[src/rtl/misc_ops_pkg.sv]
// package: opcodes, field layouts, reset values and widths for the misc/indirect-store executor
package misc_ops_pkg;
  localparam int PTR_W = 16;
  localparam int DATA_W = 8;
  localparam int INSTR_W = 14;
  localparam logic [15:0] PTR_RESET = 16'h0000;
  localparam logic [7:0] OPTION_RESET = 8'hFF;
  localparam logic [7:0] WREG_RESET = 8'h00;
  // opcode encodings (14-bit instruction word)
  localparam logic [13:0] OPC_NOP = 14'h0000;
  localparam logic [13:0] OPC_RESET = 14'h0001;
  localparam logic [13:0] OPC_OPTION = 14'h0062;
  localparam logic [13:0] OPC_LOAD_W = 14'h3000;
  localparam logic [13:0] MASK_LOAD_W = 14'h3F00;
  localparam logic [13:0] OPC_STORE_MODE = 14'h0018;
  localparam logic [13:0] MASK_STORE_MODE = 14'h3FF8;
  localparam logic [13:0] OPC_STORE_REL = 14'h3F80;
  localparam logic [13:0] MASK_STORE_REL = 14'h3F80;
  // field positions
  localparam int SEL_MODE_BIT = 2;
  localparam int MODE_LSB = 0;
  localparam int SEL_REL_BIT = 6;
  localparam int OFFS_LSB = 0;
  localparam int OFFS_W = 6;
  localparam int LIT_LSB = 0;
  typedef enum logic [1:0] {
    MODE_PRE_INC = 2'b00,
    MODE_PRE_DEC = 2'b01,
    MODE_POST_INC = 2'b10,
    MODE_POST_DEC = 2'b11
  } pointer_update_mode_type;
  typedef enum logic [1:0] {
    ST_RUN = 2'b00,
    ST_RESET_REQ = 2'b01
  } exec_state_type;
endpackage

[src/rtl/indirect_move_and_misc_ops.sv]
// executor for indirect store, no-operation, option load and software reset
`timescale 1ns/1ps
module indirect_move_and_misc_ops
  import misc_ops_pkg::*;
(
  input wire logic ref_clk_i,
  input wire logic reset_i,
  input wire logic instr_valid_i,
  input wire logic [13:0] instr_i,
  input wire logic [2:0] status_i,
  output logic instr_done_o,
  output logic mem_we_o,
  output logic [15:0] mem_addr_o,
  output logic [7:0] mem_wdata_o,
  output logic [7:0] wreg_o,
  output logic [15:0] memory_pointer_reg0_o,
  output logic [15:0] memory_pointer_reg1_o,
  output logic [7:0] option_reg_o,
  output logic [2:0] status_o,
  output logic reset_instr_flag_o,
  output logic soft_reset_o
);
  ////////////////////////////////////////////////////////////////////////////
  // state
  logic [7:0] wreg_q, wreg_d;
  logic [15:0] ptr_q [2];
  logic [15:0] ptr_d [2];
  logic [7:0] option_q, option_d;
  logic [2:0] status_q, status_d;
  // power-up value only: reset_i must not erase the record of a software reset
  logic ri_q = 1'b1;
  logic ri_d;
  logic rst_req_q, rst_req_d;
  logic done_q, done_d;
  logic we_q, we_d;
  logic [15:0] addr_q, addr_d;
  logic [7:0] wdata_q, wdata_d;
  exec_state_type state_q, state_d;

  ////////////////////////////////////////////////////////////////////////////
  // decode
  logic is_nop, is_reset, is_option, is_loadw, is_store_mode, is_store_rel, is_store;
  logic sel;
  logic [15:0] calc_addr, calc_ptr;
  always_comb begin
    is_nop = instr_valid_i && (instr_i == OPC_NOP);
    is_reset = instr_valid_i && (instr_i == OPC_RESET);
    is_option = instr_valid_i && (instr_i == OPC_OPTION);
    is_loadw = instr_valid_i && ((instr_i & MASK_LOAD_W) == OPC_LOAD_W);
    is_store_mode = instr_valid_i && ((instr_i & MASK_STORE_MODE) == OPC_STORE_MODE);
    is_store_rel = instr_valid_i && ((instr_i & MASK_STORE_REL) == OPC_STORE_REL);
    is_store = is_store_mode || is_store_rel;
    sel = is_store_rel ? instr_i[SEL_REL_BIT] : instr_i[SEL_MODE_BIT];
  end

  pointer_calc u_calc (
    .ptr_i(sel ? ptr_q[1] : ptr_q[0]),
    .rel_i(is_store_rel),
    .mode_i(instr_i[MODE_LSB +: 2]),
    .offset_i(instr_i[OFFS_LSB +: OFFS_W]),
    .addr_o(calc_addr),
    .ptr_next_o(calc_ptr)
  );

  ////////////////////////////////////////////////////////////////////////////
  // next state
  always_comb begin
    wreg_d = wreg_q;
    option_d = option_q;
    status_d = status_i;
    ri_d = ri_q;
    rst_req_d = 1'b0;
    done_d = 1'b0;
    we_d = 1'b0;
    addr_d = addr_q;
    wdata_d = wdata_q;
    state_d = state_q;
    ptr_d[0] = ptr_q[0];
    ptr_d[1] = ptr_q[1];
    case (state_q)
      ST_RUN: begin
        if (instr_valid_i) begin
          done_d = 1'b1;
        end
        if (is_loadw) begin
          wreg_d = instr_i[LIT_LSB +: DATA_W];
        end
        if (is_store) begin
          // status follows its input only: pointer math never touches flags
          we_d = 1'b1;
          addr_d = calc_addr;
          wdata_d = wreg_q;
          ptr_d[sel] = calc_ptr;
        end
        if (is_option) begin
          option_d = wreg_q;
        end
        if (is_reset) begin
          ri_d = 1'b0;
          rst_req_d = 1'b1;
          state_d = ST_RESET_REQ;
        end
      end
      ST_RESET_REQ: begin
        // hold here until the device reset, driven by soft_reset_o, comes back
        rst_req_d = 1'b1;
      end
      default: begin
        state_d = ST_RUN;
      end
    endcase
  end

  ////////////////////////////////////////////////////////////////////////////
  // registers
  always_ff @(posedge ref_clk_i) begin
    if (reset_i) begin
      wreg_q <= WREG_RESET;
      ptr_q[0] <= PTR_RESET;
      ptr_q[1] <= PTR_RESET;
      option_q <= OPTION_RESET;
      status_q <= 3'h0;
      rst_req_q <= 1'b0;
      done_q <= 1'b0;
      we_q <= 1'b0;
      addr_q <= PTR_RESET;
      wdata_q <= WREG_RESET;
      state_q <= ST_RUN;
    end else begin
      wreg_q <= wreg_d;
      ptr_q[0] <= ptr_d[0];
      ptr_q[1] <= ptr_d[1];
      option_q <= option_d;
      status_q <= status_d;
      rst_req_q <= rst_req_d;
      done_q <= done_d;
      we_q <= we_d;
      addr_q <= addr_d;
      wdata_q <= wdata_d;
      state_q <= state_d;
    end
  end

  // the flag survives the reset it reports, so it is not cleared by reset_i
  always_ff @(posedge ref_clk_i) begin
    ri_q <= ri_d;
  end

  always_comb begin
    instr_done_o = done_q;
    mem_we_o = we_q;
    mem_addr_o = addr_q;
    mem_wdata_o = wdata_q;
    wreg_o = wreg_q;
    memory_pointer_reg0_o = ptr_q[0];
    memory_pointer_reg1_o = ptr_q[1];
    option_reg_o = option_q;
    status_o = status_q;
    reset_instr_flag_o = ri_q;
    soft_reset_o = rst_req_q;
  end

  ////////////////////////////////////////////////////////////////////////////
  // checks
  store_data_a: assert property (@(posedge ref_clk_i) disable iff (reset_i)
    (state_q == ST_RUN && is_store) |=> (mem_we_o && mem_wdata_o == $past(wreg_q)))
    else $error("indirect store wrote wrong data");
  rel_ptr_hold_a: assert property (@(posedge ref_clk_i) disable iff (reset_i)
    (state_q == ST_RUN && is_store_rel && !instr_i[SEL_REL_BIT]) |=> $stable(ptr_q[0]))
    else $error("relative store moved the pointer");
  rel_addr_a: assert property (@(posedge ref_clk_i) disable iff (reset_i)
    (state_q == ST_RUN && is_store_rel && !instr_i[SEL_REL_BIT]) |=>
    (mem_addr_o == $past(ptr_q[0]) + {{10{$past(instr_i[5])}}, $past(instr_i[5:0])}))
    else $error("relative store used wrong address");
  pre_inc_a: assert property (@(posedge ref_clk_i) disable iff (reset_i)
    (state_q == ST_RUN && is_store_mode && instr_i[2:0] == 3'h0) |=>
    (ptr_q[0] == $past(ptr_q[0]) + 16'h0001 && mem_addr_o == ptr_q[0]))
    else $error("pre-increment wrong");
  post_dec_wrap_a: assert property (@(posedge ref_clk_i) disable iff (reset_i)
    (state_q == ST_RUN && is_store_mode && instr_i[2:0] == 3'h3 && ptr_q[0] == 16'h0000) |=>
    (ptr_q[0] == 16'hFFFF && mem_addr_o == 16'h0000))
    else $error("post-decrement did not wrap");
  flags_pass_a: assert property (@(posedge ref_clk_i) disable iff (reset_i)
    is_store |=> status_o == $past(status_i))
    else $error("store changed status flags");
  option_load_a: assert property (@(posedge ref_clk_i) disable iff (reset_i)
    (state_q == ST_RUN && is_option) |=> (option_reg_o == $past(wreg_q) && !mem_we_o))
    else $error("option load wrong");
  soft_reset_a: assert property (@(posedge ref_clk_i) disable iff (reset_i)
    (state_q == ST_RUN && is_reset) |=> (soft_reset_o && !reset_instr_flag_o) [*2])
    else $error("software reset not raised");
  nop_quiet_a: assert property (@(posedge ref_clk_i) disable iff (reset_i)
    (state_q == ST_RUN && is_nop) |=> (instr_done_o && !mem_we_o && $stable(wreg_q) && $stable(option_q)))
    else $error("nop changed state");
  // once a software reset is pending every later instruction must be refused
  refuse_after_reset_a: assert property (@(posedge ref_clk_i) disable iff (reset_i)
    (state_q == ST_RESET_REQ) |=> (soft_reset_o && !instr_done_o && !mem_we_o))
    else $error("instruction taken while reset pending");
  done_pulse_a: assert property (@(posedge ref_clk_i) disable iff (reset_i)
    !instr_valid_i |=> !instr_done_o)
    else $error("done raised without an instruction");
  rel_ptr1_hold_a: assert property (@(posedge ref_clk_i) disable iff (reset_i)
    (state_q == ST_RUN && is_store_rel && instr_i[SEL_REL_BIT]) |=> $stable(ptr_q[1]))
    else $error("relative store moved pointer one");
  other_ptr_hold_a: assert property (@(posedge ref_clk_i) disable iff (reset_i)
    (state_q == ST_RUN && is_store && !sel) |=> $stable(ptr_q[1]))
    else $error("store on pointer zero moved pointer one");
  option_hold_a: assert property (@(posedge ref_clk_i) disable iff (reset_i)
    (state_q == ST_RUN && !is_option) |=> $stable(option_q))
    else $error("option register changed without option load");
  cover_store_c: cover property (@(posedge ref_clk_i) disable iff (reset_i) state_q == ST_RUN && is_store_mode);
  cover_rel_c: cover property (@(posedge ref_clk_i) disable iff (reset_i) state_q == ST_RUN && is_store_rel);
  cover_option_c: cover property (@(posedge ref_clk_i) disable iff (reset_i) state_q == ST_RUN && is_option);
  cover_reset_c: cover property (@(posedge ref_clk_i) disable iff (reset_i) soft_reset_o);
  cover_nop_c: cover property (@(posedge ref_clk_i) disable iff (reset_i) state_q == ST_RUN && is_nop);
endmodule

[src/rtl/pointer_calc.sv]
// pointer arithmetic for the indirect store: effective address and updated pointer
`timescale 1ns/1ps
module pointer_calc
  import misc_ops_pkg::*;
(
  input wire logic [15:0] ptr_i,
  input wire logic rel_i,
  input wire logic [1:0] mode_i,
  input wire logic [5:0] offset_i,
  output logic [15:0] addr_o,
  output logic [15:0] ptr_next_o
);
  logic [15:0] inc;
  logic [15:0] dec;
  logic [15:0] offs_ext;
  always_comb begin
    // natural 16-bit overflow gives wrap at both ends
    inc = ptr_i + 16'h0001;
    dec = ptr_i - 16'h0001;
    offs_ext = {{10{offset_i[5]}}, offset_i};
    if (rel_i) begin
      addr_o = ptr_i + offs_ext;
      ptr_next_o = ptr_i;
    end else begin
      case (pointer_update_mode_type'(mode_i))
        MODE_PRE_INC: begin
          addr_o = inc;
          ptr_next_o = inc;
        end
        MODE_PRE_DEC: begin
          addr_o = dec;
          ptr_next_o = dec;
        end
        MODE_POST_INC: begin
          addr_o = ptr_i;
          ptr_next_o = inc;
        end
        default: begin
          addr_o = ptr_i;
          ptr_next_o = dec;
        end
      endcase
    end
  end
endmodule

[config.mk]
export PLATFORM = sky130hd
export DESIGN_NAME = indirect_move_and_misc_ops
export DESIGN_NICKNAME = d
export VERILOG_FILES = /design/src/rtl/misc_ops_pkg.sv /design/src/rtl/indirect_move_and_misc_ops.sv /design/src/rtl/pointer_calc.sv
export SDC_FILE = /design/constraint.sdc
export NUM_CORES = 1
export LEC_CHECK = 0
export BUFFER_PORTS_ARGS = -buffer_cell sky130_fd_sc_hd__buf_2
export CAP_MARGIN = 0
export CORE_AREA = 2 2 72 142
export DETAILED_ROUTE_END_ITERATION = 10
export DIE_AREA = 0 0 74 144
export MAX_ROUTING_LAYER = met4
export PLACE_DENSITY = 0.8
export SYNTH_ARGS = -nofsm -noshare
export SYNTH_HDL_FRONTEND = slang
export SYNTH_SLANG_ARGS = --single-unit
[constraint.sdc]
create_clock -name ref_clk_i -period 4.16 [get_ports ref_clk_i]
set_input_delay 0.208 -clock ref_clk_i [delete_from_list [all_inputs] [get_ports ref_clk_i]]
set_output_delay 0.208 -clock ref_clk_i [all_outputs]
set_load 0.005 [all_outputs]
; ---- Word level (Yosys, flattened, before mapping)
; Memory sizes are Yosys's and may differ from the RTL's.
; Cells that the tools add are included.
; W data, S select, Z words.
[word_totals]
ff_bits = 48
ram_bits = 32
out_inout_bits = 79
word_cells = 66
mem_count = 1
[memory_table]
columns = name, words, word_bits, rd, rd_ports_with_merged_regs, wr, line
row1 = ptr_q, 2, 16, 2, 0, 2, indirect_move_and_misc_ops.sv:26  ; logic [15:0] ptr_q [2];
[classes]
addsub = 3
magnitude_cmp = 2
n_eq_ne = 9
n_mux = 22
bitwise_logic = 5
reduce_logical = 15
[ops]
columns = operator, count
row1 = $mux W16, 7
row2 = $mux W32, 2
row3 = $bwmux W32, 1
row4 = $pmux W16 S2, 1
row5 = $add A16 B1 Y16 const B, 1
row6 = $add A16 B16 Y16, 1
row7 = $demux W16 S1, 1
row8 = $sub A16 B1 Y16 const B, 1
row9 = $eq A14 B1 Y1 const B, 1
row10 = $eq A14 B7 Y1 const B, 1
row11 = $eq A11 B2 Y1 const B, 1
row12 = $reduce_and A2 Y1, 4
row13 = $eq A7 B7 Y1 const B, 1
row14 = $mux W1, 7
row15 = $eq A6 B6 Y1 const B, 1
row16 = $logic_and A1 B1 Y1, 6
row17 = $eq A2 B1 Y1 const B, 2
row18 = $logic_not A2 Y1, 2
row19 = $pmux W2 S2, 1
row20 = $reduce_or A2 Y1, 2
row21 = $eq A2 B2 Y1 const B, 1
row22 = $ge A2 B2 Y1 const B, 1
row23 = $lt A2 B1 Y1 const B, 1
row24 = $mux W2, 1
row25 = 6 further kinds, 8

; ---- Longest topological paths before layout
; Gate-level depths: netlist (run 1).
[depth]
depth_word = 12
ltp_mapped = 18
ltp_nobuf = 16

; ---- Modules after synthesis
; From an unflattened synthesis (run 1), not the netlist that was laid out.
[hier_totals]
hier_cells = 609
hier_area_um2 = 5057.4
[by_module_without_submodules]
columns = module, instances, cells_each, area_each_um2
row1 = indirect_move_and_misc_ops, 1, 353, 3301.9
row2 = pointer_calc, 1, 256, 1755.4

; ---- Worst setup path before layout (run 1)
; OpenSTA, ideal clock, no wires.
[synth_timing]
kind = input to register
start = input port instr_i[6]
end = register addr_q[11], in the netlist mem_addr_o[11]
setup_time_ps = 114
arrival_ps = 3263
slack_ps = 782
cell_stages = 16
cell_sequence = buf_2 > clkbuf_1 > nand3_1 > clkbuf_1 > nand3_1 > and2_1 > inv_1 > ha_1 > a211oi_1 > o21ai_0 > a41oi_1 > nor4b_1 > nor2_1 > xor2_1 > nor3_1 > a2111oi_0
[synth_via]
elab_chain_cells = 5
word_cells_on_any_way = 11
[synth_rtl]
columns = item, line
row1 = from (decl), indirect_move_and_misc_ops.sv:9  ; input wire logic [13:0] instr_i,
row2 = $mux W1, indirect_move_and_misc_ops.sv:53  ; sel = is_store_rel ? instr_i[SEL_REL_BIT] : instr_i[SEL_MODE_BIT];
row3 = $mux W16, indirect_move_and_misc_ops.sv:57  ; .ptr_i(sel ? ptr_q[1] : ptr_q[0]),
row4 = $sub A16 B1 Y16 / $add A16 B1 Y16 (equally long branches), "pointer_calc.sv:19, pointer_calc.sv:18"
row5 = $pmux W16 S2, pointer_calc.sv:25  ; case (pointer_update_mode_type'(mode_i))
row6 = $mux W16, pointer_calc.sv:21  ; if (rel_i) begin
row7 = to (signal assigned), indirect_move_and_misc_ops.sv:138  ; addr_q <= addr_d;
row8 = to (decl), indirect_move_and_misc_ops.sv:36  ; logic [15:0] addr_q, addr_d;
; Several ways; a longest one is shown, not always the timed one.
; A chain may end at the register's enable or synchronous reset.

; ---- Worst setup path in the final report (run 1)
; Ends and elaborated chain as after synthesis.

==> results of run 1 <==
worst max-delay path: stages:
cell,delay (ns)
buf_2,0.30
inv_1,0.14
nor3_1,0.25
buf_4,0.22
o21ai_0,0.15
and2_1,0.26
inv_1,0.10
ha_1,0.24
a211oi_1,0.35
o21ai_0,0.21
a41oi_1,0.28
nor4b_1,0.37
nor2_1,0.11
xor2_1,0.14
nor3_1,0.05
a2111oi_0,0.37
cell type report:
cell class	count	area share, %
Multi-Input combinational cell	548	54.8
Sequential cell	79	25.0
Inverter	23	1.36
Timing Repair Buffer	126	11.1
Clock buffer	10	3.77
Clock inverter	6	1.44
Tap cell	132	2.61
kinds of logic after synthesis:
family | after synthesis | share of synthesized area (%)
multiplexers | 20 | 3.82
buffers and inverters | 62 | 4.90
XOR/XNOR | 36 | 5.93
flip-flops | 79 | 29.8
other | 1 | 0.0706
adder cells (fa/ha/maj) | 18 | 4.38
AO/OA/AOI/OAI | 184 | 24.2
AND/OR/NAND/NOR | 289 | 27.0
sequential cells by signal, indices dropped and copies added, names as in the netlist:
| register | count |
|---|---|
| status_o | 3 |
| mem_wdata_o | 8 |
| state_q | 1 |
| ptr_q | 32 |
| wreg_o | 8 |
| soft_reset_o | 1 |
| mem_addr_o | 16 |
| option_reg_o | 8 |
| instr_done_o | 1 |
| mem_we_o | 1 |
metrics by stage:
| stage | setup WS [ns] | utilization, % | power, mW | instance area [um^2] |
|---|---|---|---|---|
| CTS | 0.631 | 65.8 | 1.81 | 6340 |
| finish | 0.613 | 65.8 | 1.81 | 6340 |
| detailed placement | 0.276 | 62.3 | 0.934 | 6010 |
| global placement | 0.478 | 62.3 | 0.931 | 6010 |
| global route | 0.394 | 65.8 | 1.86 | 6340 |
| floorplan | 0.782 | - | 0.876 | 5310 |
report_power, final:
part | total, mW | switching, mW | internal [mW]
registers | 0.761 | 0.00173 | 0.759
clock network | 0.884 | 0.339 | 0.545
logic | 0.160 | 0.107 | 0.0524
placed cells by master (no fill, tap or decap), drive strengths merged, types with 7 or more instances in the layout:
cell / netlist / layout
buf: 13 / 126
nand2: 98 / 98
dfxtp: 79 / 79
nor2: 61 / 61
a21oi: 50 / 50
nand3: 29 / 29
o21ai: 28 / 28
xnor2: 24 / 24
inv: 22 / 23
a211oi: 23 / 23
nor3: 23 / 23
mux2i: 18 / 18
ha: 17 / 17
nand2b: 16 / 16
nand4: 14 / 14
xor2: 12 / 12
a21o: 10 / 10
nor4: 10 / 10
clkbuf: 26 / 10
a311oi: 9 / 9
or3: 8 / 8
o2111ai: 7 / 7
routing by layer:
metal | part of all wire, % | global-route usage (%) | wire length, um | up-vias
li1 | - | - | - | 2723
met1 | 35 | 40.8 | 6900 | 2807
met2 | 52 | 65.8 | 10300 | 314
met3 | 5.7 | 4.11 | 1120 | 88
met4 | 7.6 | 26.2 | 1500 | 0
met5 | 0 | - | 0 | -
cell usage after synthesis (6+ instances only):
cell type,count,area [um^2]
a31oi_1,6,37.5
buf_2,7,35.0
mux2i_1,18,180
a211oi_1,22,165
a21o_1,10,75.1
nand4_1,13,81.3
dfxtp_1,79,1580
nand2b_1,16,100
and2_1,6,37.5
ha_1,17,213
xnor2_1,24,210
xor2_1,12,105
nor2_1,58,218
o21ai_0,27,135
a21oi_1,49,245
o2111ai_1,7,61.3
inv_1,22,82.6
nand3_1,28,140
or3_1,7,43.8
nor3_1,21,105
nand2_1,98,368
nor4_1,9,56.3
clkbuf_1,26,97.6
worst min path at each step:
stage                              to  slack, ns  cells past startpoint
after global placement    status_o[2]       0.42                      2
after CTS                 status_o[0]       0.08                      2
after global routing      status_o[1]       0.09                      2
after floorplan           status_o[0]       0.34                      1
final                     status_o[0]       0.09                      2
after detailed placement  status_o[0]       0.43                      2
==> results.cfg, run 1 <==
[placement]
post-place-cells = 908
io_buffers = 97
place.gp.congestion = 1.10
post-dp-hpwl_mm = 14.9

[setup_path]
reg2reg_slack_ns = 0.86
reg2reg_depth = 13
path_class = input pin to register
setup.worst_path.end = mem_addr_o[11]
critPathLaunchType = input pin
critPathLaunch = instr_i[6]
cp_max_fo = 21
r2r_start = ptr_q[0][2]
cp.required_ns = 4.38
critPathArrivalTime_ns = 3.77
endpoint_kind = register
r2r_end = mem_addr_o[11]

[clocking]
h-tree-depth = 3
cts_tree = done
cts-root-buf = clkbuf_16
holdBufCountCts = 0
clockBufferDepth = 2
worst_skew_pair.late_latency_ns = 0.34
cts_made_buffers = 9
cts_setup_buffers = 0
post_cts_resized = 0
cts.sinks = 79
cts.clk_slew.worst_paths_ns = 0.07

[sta]
rsz0062_at_grt = false
layout_worst_path_cycle_share_pct = 85.3
fin_skew_ns = 0.00708
period_needed_ns = 3.55
worstMarginPinSlew_ns = 0.915
finalSetupViolations = 0
holdWs_ns = 0.0856
slew_headroom_pct = 38.6
slew_viol_final = 0
fmax_mhz = 282
final-hold-violation-count = 0
tns_ns = 0

[drt]
drcViolationCount = 0
viasPerCell = 6.42
ant_nets = 0
drt_iter0_markers = 424
via_count = 5932
drt-wirelength-per-cell_um = 21.4
drtPass1Iterations = 5
wl_mm = 19.8

[grt]
grt_pass1_wl_mm = 29.8
grt-ovfl-total = 0
antenna_found_initial = 0
track_usage_pct = 38.7
grt_pass1_vias = 5529
grt_max_degree = 67

[logic_synthesis]
synth-main-ff-cell = dfxtp_1
syn_avg_cell_area_um2 = 7.71
syn_area_um2 = 5310
async_flop_share_pct = 0
synth_cell_types = 73
ys_seq_elements = 79
ys_seq_area_share_pct = 29.8
synth_cells = 689
ys.warnings.count = 0
synth_fp_nets = 727
synth_edf_count = 0

[outcome]
outcome = finished, final reports clean

[die]
die_h_um = 144
num_rows = 51
initial_utilization_pct = 55.1
die_area_um2 = 10700
core_area_um2 = 9640
die_w_um = 74
io_pins = 99

[power_and_ir_drop]
max-vdd-ir-drop_mv = 0.227
power_density_nw_per_um2 = 285
p_leak_nw = 2.63

[final_layout]
multi_input_area_um2 = 3470
final_cells = 924
nNetsFinal = 825
drive_gt1_share_pct = 20.5
diodes = 0
area_growth_pct = 19.3
fillers = 887
regArea_um2 = 1580

[job]
cap_violations = 0

[hold_path]
hp-class = input pin to register
worstHoldStart = status_i[0]
No activity file was read; power rests on OpenSTA's default activity.
==> run 2, diff against run 1 <==
--- a/config.mk
+++ b/config.mk
@@ -7,11 +7,11 @@
 export LEC_CHECK = 0
 export BUFFER_PORTS_ARGS = -buffer_cell sky130_fd_sc_hd__buf_2
 export CAP_MARGIN = 0
-export CORE_AREA = 2 2 72 142
+export CORE_AREA = 2 2 76 151
 export DETAILED_ROUTE_END_ITERATION = 10
-export DIE_AREA = 0 0 74 144
+export DIE_AREA = 0 0 78 153
 export MAX_ROUTING_LAYER = met4
-export PLACE_DENSITY = 0.8
+export PLACE_DENSITY = 0.72
 export SYNTH_ARGS = -nofsm -noshare
 export SYNTH_HDL_FRONTEND = slang
 export SYNTH_SLANG_ARGS = --single-unit
==> run 2 against run 1 <==
Effect of this change: hold slack lost 0.0019 ns; worst setup slack better by 0.095 ns; combinational power is essentially flat; final cell count is 1.1% higher; flip-flop and latch count stayed put; global-route usage shrank 5.7 points; clock power shrank 10%; cell area decreased by 0.20%; critical path depth is 1 lower; wire length down 2.5%; non-clock buffer count is 2 higher; critical path type unchanged.
==> results.cfg, run 2 (synthesized netlist as in run 1, its figures left out) <==
[clocking]
holdBufCountCts = 0
cts.sinks = 79
worst_skew_pair.late_latency_ns = 0.35
cts-root-buf = clkbuf_16
cts_tree = done
clockBufferDepth = 2
post_cts_resized = 0
cts_setup_buffers = 0
h-tree-depth = 3
cts.clk_slew.worst_paths_ns = 0.07
cts_made_buffers = 9

[power_and_ir_drop]
p_clk_share_pct = 46.3
p_leak_nw = 2.62
power.internal_mw = 1.24
power_density_nw_per_um2 = 271
design_power_total_mw = 1.71
max-vdd-ir-drop_mv = 0.252
switchingPower_mw = 0.479
pwr-share-seq_pct = 44.4
pwr-share-comb_pct = 9.3
power_switching_share_pct = 27.9

[setup_path]
cp_cell_sequence = buf_2, and4_1, a21oi_1, o21ai_0, and2_1, inv_1, ha_1, a211oi_1, o21ai_0, a41oi_1, nor4b_1, nor2_1, xor2_1, nor3_1, a2111oi_0
path_class = input pin to register
critPathLaunchType = input pin
path_delay_family = compound AO/OA/AOI/OAI gates
cp_slowest_cell = and4_1
endpoint_kind = register
critPathArrivalTime_ns = 3.68
cp_max_fo = 7
crit_top_cell = o21ai_0
cpPeakStageDelay_ns = 0.40
crit_buf_inv = 2
cp.required_ns = 4.39

[final_layout]
multi_input_area_um2 = 3470
fillers = 1052
top_register = ptr_q
nNetsFinal = 827
final_core_util_pct = 58.5
largest_reg_flops = 32
most-common-layout-cells = nand2_1, buf_2, dfxtp_1
regArea_um2 = 1580
diodes = 0
mostFrequentLayoutCell = nand2_1
drive_gt1_share_pct = 20.7
area_growth_pct = 19.1
final_cells = 934

[grt]
track_usage_pct = 33.0
grt-ovfl-total = 0
antenna_found_initial = 0
grt_pass1_vias = 5589
grt_max_degree = 36
grt_pass1_wl_mm = 30.2

[sta]
rsz0062_at_grt = false
fin_skew_ns = 0.0125
slew_headroom_pct = 37.9
tns_ns = 0
layout_worst_path_cycle_share_pct = 83.0
final-hold-violation-count = 0
finalSetupViolations = 0
fmax_mhz = 290
holdWs_ns = 0.0838
worstMarginPinSlew_ns = 0.926
slew_viol_final = 0
period_needed_ns = 3.45

[die]
initial_utilization_pct = 49.1
num_rows = 54
die_area_um2 = 11900
die_w_um = 78
core_area_um2 = 10800
io_pins = 99
die_h_um = 153

[drt]
viasPerCell = 6.22
drcViolationCount = 0
via_count = 5809
drt-wirelength-per-cell_um = 20.7
drt_iter0_markers = 503
ant_nets = 0
drtPass1Iterations = 5
wl_mm = 19.3

[placement]
place.gp.congestion = 1.08
post-place-cells = 918
io_buffers = 97
post-dp-hpwl_mm = 14.7

[hold_path]
hp-class = input pin to register

[job]
cap_violations = 0

[outcome]
outcome = finished, final reports clean
==> run 2: through the flow <==
step | setup slack, ns | instance area (um^2)
2_1_floorplan | 0.782 | 5310
3_3_place_gp | 0.510 | 6030
3_5_place_dp | 0.398 | 6030
4_1_cts | 0.754 | 6320
5_1_grt | 0.223 | 6320
6_report | 0.708 | 6320
==> run 2: path summary, 6_finish.rpt <==
check / from / endpoint / slack (ns) / cells past startpoint
worst max-delay path: instr_valid_i / mem_addr_o[11] / 0.71 / 15
worst min-delay path: status_i[2] / status_o[2] / 0.08 / 2
worst min register to register: mem_wdata_o[0] / mem_wdata_o[0] / 0.46 / 2
worst max register to register: ptr_q[0][3] / mem_addr_o[11] / 0.80 / 13
==> run 2: cell type report <==
type	count	area share [%]
timing repair buffer	128	11.4
sequential	79	25.0
tap	140	2.77
clock buffer	9	3.56
inverter	23	1.36
multi-input combinational	548	54.9
clock inverter	7	1.07
==> run 2: per-layer routing <==
layer  up-vias  GRT usage (%)  share of wire, %
met3        73           4.25               5.4
met2       280           57.2                52
met4         0           18.0               5.4
met5         -              -                 0
li1       2719              -                 -
met1      2737           35.9                37
==> run 2: power by group through the flow <==
stage	logic, mW	clock network, mW	registers, mW
3_5_place_dp	0.156	0	0.778
5_1_grt	0.172	0.832	0.761
3_3_place_gp	0.155	0	0.778
4_1_cts	0.157	0.804	0.761
6_report	0.160	0.794	0.761
2_1_floorplan	0.0974	0	0.778
